[config.mk]
export PLATFORM = sky130hd
export DESIGN_NAME = sdc_deep_sleep_ctrl
export DESIGN_NICKNAME = d
export VERILOG_FILES = /design/src/rtl/sdc_pkg.sv /design/src/rtl/sdc_deep_sleep_ctrl.sv
export SDC_FILE = /design/constraint.sdc
export NUM_CORES = 1
export LEC_CHECK = 0
export BUFFER_PORTS_ARGS = -buffer_cell sky130_fd_sc_hd__buf_2
export CAP_MARGIN = 5
export CORE_ASPECT_RATIO = 0.75
export CORE_MARGIN = 4
export CORE_UTILIZATION = 45
export DETAILED_ROUTE_END_ITERATION = 16
export PLACE_DENSITY = 0.77
export REMOVE_ABC_BUFFERS = 1
export SETUP_SLACK_MARGIN = 0.4
export SYNTH_ARGS = -nofsm -noshare
export SYNTH_HDL_FRONTEND = slang
export SYNTH_SLANG_ARGS = --single-unit
[constraint.sdc]
create_clock -name i_clk_sys -period 4 [get_ports i_clk_sys]
set_input_delay 0.4 -clock i_clk_sys [delete_from_list [all_inputs] [get_ports i_clk_sys]]
set_output_delay 0.4 -clock i_clk_sys [all_outputs]
set_load 0.03 [all_outputs]
[src/rtl/sdc_pkg.sv]
// constants and types for the radio core deep sleep controller
package sdc_pkg;
    // register byte addresses
    localparam logic [31:0] A_RXPTR = 32'h4000_002C;
    localparam logic [31:0] A_DSCTL = 32'h4000_0030;
    localparam logic [31:0] A_STIME = 32'h4000_0034;
    localparam logic [31:0] A_SDUR = 32'h4000_0038;
    localparam logic [31:0] A_WTIM = 32'h4000_003C;
    localparam logic [31:0] A_ISTAT = 32'h4000_0070;
    localparam logic [31:0] A_ICLR = 32'h4000_0074;
    localparam logic [31:0] A_IEN = 32'h4000_0078;
    localparam logic [31:0] A_SAMP = 32'h4000_007C;
    localparam logic [31:0] A_SLOT = 32'h4000_0080;
    // control register field positions
    localparam int B_EXT_BLOCK = 31;
    localparam int B_STAT = 15;
    localparam int B_SWAKE = 4;
    localparam int B_RESUME = 3;
    localparam int B_DSON = 2;
    localparam int B_SAMPLE = 0;
    localparam logic [1:0] IRQ_EN_ALL = 2'h3;
    localparam int RXPTR_W = 14;
    localparam int SLOT_W = 27;
    localparam int EV_W = 3;
    localparam int EV_ENTER = 0;
    localparam int EV_WAKE = 1;
    localparam int EV_WIRQ = 2;
    localparam logic [31:0] RST_WORD = 32'h0000_0000;
    // slot timing
    localparam int SLOT_TIME_NS = 625000;
    localparam int CLK_PERIOD_NS = 40;
    localparam int SLOT_CYC_DEF = SLOT_TIME_NS / CLK_PERIOD_NS;
    localparam int PRE_W = 16;

    typedef enum logic [1:0] {
        ST_ACTIVE = 2'b00,
        ST_ENTER = 2'b01,
        ST_SLEEP = 2'b11,
        ST_EXTWAKE = 2'b10
    } sdc_state_t;

    typedef struct packed {
        logic hsel;
        logic [31:0] haddr;
        logic [1:0] htrans;
        logic hwrite;
        logic [2:0] hsize;
        logic [31:0] hwdata;
        logic hready;
    } sdc_ahb_req_t;

    typedef struct packed {
        logic [10:0] hold;
        logic [10:0] lead_on;
        logic [9:0] lead_off;
    } sdc_wtim_t;
endpackage

[src/rtl/sdc_deep_sleep_ctrl.sv]
// deep sleep controller: ahb-lite registers, sleep timer, wake interrupt, slot counter
//
// Local design decision: the AHB-Lite slave port.
`timescale 1ns/1ps
module sdc_deep_sleep_ctrl #(
    parameter int SLOT_CYCLES = sdc_pkg::SLOT_CYC_DEF
) (
    input wire logic i_clk_sys,
    input wire logic i_rst,
    input wire sdc_pkg::sdc_ahb_req_t i_ahb,
    output logic [31:0] o_hrdata,
    output logic o_hreadyout,
    output logic o_hresp,
    input wire logic i_lp_clk,
    input wire logic i_system_wake_request,
    output logic o_lp_clk_select,
    output logic o_low_power_wake_interrupt,
    output logic o_irq,
    output logic [13:0] o_rx_chain_head,
    output logic [26:0] o_slot_counter_value,
    output logic o_counters_running
);
    import sdc_pkg::*;

    function automatic logic hit(input logic [31:0] a, input logic [31:0] r);
        return a == r;
    endfunction

    // bus phase state
    logic [31:0] ph_addr_r;
    logic ph_wr_r;
    logic ph_rd_r;
    logic [31:0] hrdata_r;
    // registers
    logic [RXPTR_W-1:0] rxptr_r;
    logic ext_block_r;
    logic ds_on_r;
    logic [1:0] irq_en_r;
    logic [31:0] stime_r;
    logic [31:0] dur_r;
    sdc_wtim_t wtim_r;
    logic [EV_W-1:0] istat_r;
    logic [EV_W-1:0] ien_r;
    logic run_r;
    logic [PRE_W-1:0] pre_r;
    logic [SLOT_W-1:0] slot_r;
    logic [SLOT_W-1:0] slot_copy_r;
    logic [10:0] hold_cnt_r;
    logic wirq_r;
    sdc_state_t st_r;
    sdc_state_t st_nxt;
    // low power clock sampling
    logic lp_s1_r;
    logic lp_s2_r;
    logic lp_s3_r;

    // address phase accept and write strobes for the data phase
    wire accept = i_ahb.hsel && i_ahb.htrans[1] && i_ahb.hready;
    wire [31:0] wd = i_ahb.hwdata;
    wire w_rxptr = ph_wr_r && hit(ph_addr_r, A_RXPTR);
    wire w_dsctl = ph_wr_r && hit(ph_addr_r, A_DSCTL);
    wire w_stime = ph_wr_r && hit(ph_addr_r, A_STIME);
    wire w_wtim = ph_wr_r && hit(ph_addr_r, A_WTIM);
    wire w_iclr = ph_wr_r && hit(ph_addr_r, A_ICLR);
    wire w_ien = ph_wr_r && hit(ph_addr_r, A_IEN);
    wire w_samp = ph_wr_r && hit(ph_addr_r, A_SAMP);

    // sleep sequencing terms
    wire lp_tick = lp_s2_r && !lp_s3_r;
    wire sleep_stat = (st_r == ST_SLEEP) || (st_r == ST_EXTWAKE);
    wire timed = stime_r != 32'h0000_0000;
    wire irq_ok = irq_en_r == IRQ_EN_ALL;
    wire [31:0] dur_inc = dur_r + 32'h0000_0001;
    wire [31:0] rem_after = stime_r - dur_inc;
    wire enter_now = (st_r == ST_ENTER) && lp_tick;
    wire wake_tmr = sleep_stat && lp_tick && timed && (dur_inc == stime_r);
    wire soft_go = w_dsctl && wd[B_SWAKE] && sleep_stat;
    wire ext_go = (st_r == ST_SLEEP) && i_system_wake_request && !ext_block_r;
    wire [11:0] hold_next = {1'b0, hold_cnt_r} + 12'h001;
    wire hold_done = (st_r == ST_EXTWAKE) && lp_tick && (hold_next >= {1'b0, wtim_r.hold});
    wire wake_now = soft_go || wake_tmr || hold_done;
    // wake interrupt edges, timer path and external path
    wire lead_on_hit = (st_r == ST_SLEEP) && lp_tick && timed
        && (rem_after == {21'h00_0000, wtim_r.lead_on});
    wire lead_off_hit = sleep_stat && lp_tick && timed
        && (rem_after == {22'h00_0000, wtim_r.lead_off});
    wire wirq_set = irq_ok && (lead_on_hit || (ext_go && !wake_now));
    wire wirq_clr = lead_off_hit || hold_done;
    wire [EV_W-1:0] ev = {wirq_set && !wirq_r, sleep_stat && wake_now, enter_now};

    // readback words
    wire [31:0] dsctl_word = {ext_block_r, 15'h0000, sleep_stat, 10'h000, 2'h0,
        ds_on_r, irq_en_r};
    wire [31:0] rd_word =
        hit(ph_addr_r, A_RXPTR) ? {18'h0_0000, rxptr_r} :
        hit(ph_addr_r, A_DSCTL) ? dsctl_word :
        hit(ph_addr_r, A_STIME) ? stime_r :
        hit(ph_addr_r, A_SDUR) ? dur_r :
        hit(ph_addr_r, A_WTIM) ? wtim_r :
        hit(ph_addr_r, A_ISTAT) ? {29'h0000_0000, istat_r} :
        hit(ph_addr_r, A_IEN) ? {29'h0000_0000, ien_r} :
        hit(ph_addr_r, A_SLOT) ? {5'h00, slot_copy_r} : RST_WORD;

    // outputs; reads take one wait state so a read right after a write sees it
    assign o_hreadyout = !ph_rd_r;
    assign o_hresp = 1'b0;
    assign o_hrdata = hrdata_r;
    assign o_lp_clk_select = sleep_stat;
    assign o_low_power_wake_interrupt = wirq_r;
    assign o_irq = |(istat_r & ien_r);
    assign o_rx_chain_head = rxptr_r;
    assign o_slot_counter_value = slot_r;
    assign o_counters_running = run_r;

    // bus phase tracking
    always_ff @(posedge i_clk_sys)
    begin
        if (i_rst)
        begin
            ph_addr_r <= RST_WORD;
            ph_wr_r <= 1'b0;
            ph_rd_r <= 1'b0;
        end
        else
        begin
            ph_wr_r <= accept && i_ahb.hwrite;
            ph_rd_r <= accept && !i_ahb.hwrite;
            if (accept)
                ph_addr_r <= i_ahb.haddr;
        end
    end

    // read data is latched in the wait cycle and held until the next read
    always_ff @(posedge i_clk_sys)
    begin
        if (i_rst)
            hrdata_r <= RST_WORD;
        else if (ph_rd_r)
            hrdata_r <= rd_word;
    end

    // plain software registers
    always_ff @(posedge i_clk_sys)
    begin
        if (i_rst)
        begin
            rxptr_r <= '0;
            ext_block_r <= 1'b0;
            irq_en_r <= 2'h0;
            stime_r <= RST_WORD;
            wtim_r <= RST_WORD;
            ien_r <= '0;
        end
        else
        begin
            if (w_rxptr)
                rxptr_r <= wd[RXPTR_W-1:0];
            if (w_dsctl)
            begin
                ext_block_r <= wd[B_EXT_BLOCK];
                irq_en_r <= wd[1:0];
            end
            if (w_stime)
                stime_r <= wd;
            if (w_wtim)
                wtim_r <= wd;
            if (w_ien)
                ien_r <= wd[EV_W-1:0];
        end
    end

    // sleep request: the wake clears it even against a write in the same cycle,
    // else a software wake written with the request bit still set would re-enter sleep
    always_ff @(posedge i_clk_sys)
    begin
        if (i_rst)
            ds_on_r <= 1'b0;
        else if (sleep_stat && wake_now)
            ds_on_r <= 1'b0;
        else if (w_dsctl)
            ds_on_r <= wd[B_DSON];
    end

    // low power clock sampled on the system clock; three flops for an edge
    always_ff @(posedge i_clk_sys)
    begin
        if (i_rst)
        begin
            lp_s1_r <= 1'b0;
            lp_s2_r <= 1'b0;
            lp_s3_r <= 1'b0;
        end
        else
        begin
            lp_s1_r <= i_lp_clk;
            lp_s2_r <= lp_s1_r;
            lp_s3_r <= lp_s2_r;
        end
    end

    // sleep state machine; the mux switches in on a low power edge, a software wake switches it back at once
    always_comb
    begin
        st_nxt = st_r;
        case (st_r)
            ST_ACTIVE:
                if (ds_on_r)
                    st_nxt = ST_ENTER;
            ST_ENTER:
                if (!ds_on_r)
                    st_nxt = ST_ACTIVE;
                else if (lp_tick)
                    st_nxt = ST_SLEEP;
            ST_SLEEP:
                if (wake_now)
                    st_nxt = ST_ACTIVE;
                else if (ext_go)
                    st_nxt = ST_EXTWAKE;
            ST_EXTWAKE:
                if (wake_now)
                    st_nxt = ST_ACTIVE;
            default:
                st_nxt = ST_ACTIVE;
        endcase
    end

    always_ff @(posedge i_clk_sys)
    begin
        if (i_rst)
            st_r <= ST_ACTIVE;
        else
            st_r <= st_nxt;
    end

    // measured duration, also the timer's elapsed count
    always_ff @(posedge i_clk_sys)
    begin
        if (i_rst)
            dur_r <= RST_WORD;
        else if (enter_now)
            dur_r <= RST_WORD;
        else if (sleep_stat && lp_tick)
            dur_r <= dur_inc;
    end

    // external wake hold counter, runs only while waiting to release
    always_ff @(posedge i_clk_sys)
    begin
        if (i_rst || st_r != ST_EXTWAKE)
            hold_cnt_r <= 11'h000;
        else if (lp_tick)
            hold_cnt_r <= hold_next[10:0];
    end

    // wake interrupt level; a set in the same cycle as a clear wins
    always_ff @(posedge i_clk_sys)
    begin
        if (i_rst)
            wirq_r <= 1'b0;
        else if (wirq_set)
            wirq_r <= 1'b1;
        else if (wirq_clr)
            wirq_r <= 1'b0;
    end

    // sticky event status; new events win over a clear
    always_ff @(posedge i_clk_sys)
    begin
        if (i_rst)
            istat_r <= '0;
        else
            istat_r <= (istat_r & ~(w_iclr ? wd[EV_W-1:0] : '0)) | ev;
    end

    // counters stop on sleep entry and stay stopped until software resumes them
    always_ff @(posedge i_clk_sys)
    begin
        if (i_rst)
            run_r <= 1'b1;
        else if (enter_now)
            run_r <= 1'b0;
        else if (w_dsctl && wd[B_RESUME] && !sleep_stat)
            run_r <= 1'b1;
    end

    // slot prescaler and slot counter; correction values are not applied here
    always_ff @(posedge i_clk_sys)
    begin
        if (i_rst)
        begin
            pre_r <= '0;
            slot_r <= '0;
        end
        else if (run_r)
        begin
            if (pre_r == PRE_W'(SLOT_CYCLES - 1))
            begin
                pre_r <= '0;
                slot_r <= slot_r + 27'h000_0001;
            end
            else
                pre_r <= pre_r + 16'h0001;
        end
    end

    // readable slot copy is refreshed only by the sample command
    always_ff @(posedge i_clk_sys)
    begin
        if (i_rst)
            slot_copy_r <= '0;
        else if (w_samp && wd[B_SAMPLE])
            slot_copy_r <= slot_r;
    end
endmodule // sdc_deep_sleep_ctrl

==> metrics <==
fin. max-slew vios=0; number of buffers created by CTS=27; Initial Utilization=0.461; synthesized-area fraction occupied by ao, oa, aoi and oai cells=0.171; DR vias/cell=5.77; Top FF cell, synth=sky130_fd_sc_hd__dfxtp_1; xor/xnor share of the synthesized area=0.0960; post-synthesis async set-or-reset flop share=0; library cell occupying the most area in the post-synthesis netlist=sky130_fd_sc_hd__dfxtp_1; buffer levels on the longest clock path=3; share of synthesized area occupied by flip-flops and latches=0.377; power density relative to cell area=316 nW/um2; Fin. Hold Viols=0; number of antenna-violating nets in the routed design=0; vertical die dimension=164 um; library cell contributing the largest single delay on the critical path=sky130_fd_sc_hd__or4_1; iteration-0 DRC count of the detailed router=2108; count of port buffers added during placement=149; Syn-to-layout area delta=24.6%; clock sink total=274; clock period minus worst slack=4.25 ns; combinational family with the most area after synthesis=simple AND/OR/NAND/NOR gates; maximum ir drop on the vdd rail=0.266 mV; Cells after Synth=1873; Avg Synthesized Cell Area=7.78 um2; dpl hpwl=35800 um; multiplexer share of the synthesized area=0.0113; Worst Setup End Kind=flop; post-placement cell area=16700 um2; number of library cell types mapped by synthesis=73; number of synthesized flops with an enable pin=0; Residual DRC=0; first-pass GRT wire length=74900 um; hold slack final=0.0511 ns; Synth Area in Adders=0.0411; antenna violations before repair=1; data arrival time at the worst-slack endpoint=4.72 ns; worst setup margin=-0.254 ns; post-route clock skew=0.0145 ns; Total Die Area=35300 um2; run status=finished, violations left; final non-filler cell area=18200 um2; total number of vias=14800; worst endpoint required time=4.47 ns; maximum frequency from static timing analysis=235 MHz; count of state elements after synthesis=274; global-route total usage across every layer=0.262; count of warnings emitted by yosys=0; RSZ-0062 raised after global routing=true; count of maximum capacitance violations=0; routability congestion estimate=0.978; area share of the largest cell type after synthesis=0.377; core region area=31600 um2; cell with the most instances on the worst path=sky130_fd_sc_hd__buf_4; final net count=2225; vias in the first global route=13700; clk root buf=sky130_fd_sc_hd__clkbuf_16; # rows=56; remaining global-route overflow=0; netlist area before placement=14600 um2; fraction of final layout cells sized beyond drive strength 1=0.221; library cell with the highest instance count after synthesis=sky130_fd_sc_hd__nand2_1; largest delay contributor family on the critical path=simple AND/OR/NAND/NOR gates; Detailed Route WL=48700 um; DRT Pass-1 Iters=9; Die Span X=216 um; Reg clk slew, reported paths=0.07 ns; largest stage delay on the critical path=0.39 ns; relative slew slack=0.177; cell types with the highest counts after synthesis=sky130_fd_sc_hd__nand2_1, sky130_fd_sc_hd__dfxtp_1, sky130_fd_sc_hd__a21oi_1; leakage power=7.10 nW; H-tree depth=1; critical setup path kind=reg2reg; DR WL/cell=19.0 um; CTS tree=done; Skew-Pair Late Insertion Delay=0.58 ns; maximum net fanout on the critical path=5; Critical Path, Cell by Cell=ha_4, nand3_4, nor2_4, buf_4, buf_4, xnor2_1, ha_1, and3_1, a32o_1, a41oi_2, o22ai_2, buf_4, buf_4, or4_1, nand3_1, nand4_1, nor4_4, buf_4, and3_4, o21ai_2; simple-gate area share of the yosys netlist=0.261; Worst Max-Slew Pin Slew=1.23 ns; largest net degree at the start of global routing=100; Worst Hold Class=in2reg; Buffers & Inverters on Critical Path=5; Final setup viols=2; # IOs=155; crit share post-route=1.06; dominant cells by area after synthesis=sky130_fd_sc_hd__dfxtp_1, sky130_fd_sc_hd__nand2_1, sky130_fd_sc_hd__a21oi_1; power consumption=5.74 mW; violations in the final reports=setup timing; critical path launch point type=flop
==> metrics by stage <==
stage,setup TNS [ns],utilization,cells,setup WS [ns]
6_report,-0.451,0.574,2566,-0.254
5_1_grt,-0.723,0.574,2566,-0.331
4_1_cts,-0.211,0.568,2562,-0.123
3_5_place_dp,-2.02,0.527,2503,-0.580
3_3_place_gp,-1.53,0.527,2503,-0.393
2_1_floorplan,-0.623,-,1748,-0.345
==> routing by layer <==
layer,global-route usage,share of wire
met3,0.0662,0.12
met4,0.0641,0.026
met2,0.391,0.41
met1,0.379,0.44
met5,0,0
==> cell families after synthesis <==
| group | count (synthesis) |
|---|---|
| adder cells (fa/ha/maj) | 49 |
| flip-flops | 274 |
| buffers and inverters | 162 |
| AO/OA/AOI/OAI | 394 |
| AND/OR/NAND/NOR | 827 |
| XOR/XNOR | 150 |
| multiplexers | 16 |
| other | 1 |
==> repair_timing <==
item,in CTS,in global routing
gates resized for setup,53,38
pin swaps,28,29
hold buffers,1,0
endpoints found under the setup margin,6,6
buffers inserted,8,3
endpoints found under the hold margin,1,0
==> worst reg2reg max path: cells and delay by family, from the launching register on <==
family          cells  cell delay, ns
fa+ha+maj           2            0.49
buf+inv             5            0.75
compound gates      4            0.70
flops               1            0.36
xor+xnor            1            0.31
simple gates        8            1.53
==> final cells by class <==
cell class	instances	area, um2
well taps	435	544
inverters	37	139
flip-flops and latches	274	5500
repair buffers	332	2160
clock inverters	17	249
multi-input cells	1437	8830
diodes	1	2.50
clock buffers	33	728
fillers	2817	13400
==> worst paths after layout <==
kind / end / cells after the start / slack [ns] / startpoint
max reg2reg: o_low_power_wake_interrupt / 20 / -0.25 / dur_r[1]
max: o_low_power_wake_interrupt / 20 / -0.25 / dur_r[1]
min: lp_s1_r / 2 / 0.05 / i_lp_clk
min reg2reg: lp_s2_r / 1 / 0.45 / lp_s1_r
==> where the power goes <==
group	internal (mW)	total [mW]	switching [mW]
logic	0.0560	0.173	0.117
clock network	1.64	2.81	1.17
registers	2.75	2.76	0.0148
==> registers in the layout (all words and copies together) (netlist names), 3 cells and up <==
register and flops:
istat_r 3, o_rx_chain_head 14, hold_cnt_r 11, ien_r 3, pre_r 16, stime_r 32, dur_r 32, slot_copy_r 27
wtim_r 32, o_hrdata 32, o_slot_counter_value 27, ph_addr_r 32
==> cells in the final DEF, fill, tap and decap left out, types with 24 or more instances in the layout <==
cell type and n:
sky130_fd_sc_hd__or3_1 24, sky130_fd_sc_hd__a222oi_1 35, sky130_fd_sc_hd__nor2_1 137, sky130_fd_sc_hd__ha_1 36, sky130_fd_sc_hd__nand4_1 36, sky130_fd_sc_hd__dfxtp_1 268
sky130_fd_sc_hd__a21oi_1 197, sky130_fd_sc_hd__nand2_1 416, sky130_fd_sc_hd__inv_1 37, sky130_fd_sc_hd__xor2_1 89, sky130_fd_sc_hd__buf_2 148, sky130_fd_sc_hd__o21ai_0 32
sky130_fd_sc_hd__xnor2_1 52, sky130_fd_sc_hd__nand3_1 53, sky130_fd_sc_hd__clkbuf_16 27, sky130_fd_sc_hd__buf_4 174
Note: power is estimated with default switching activity, not from simulation.
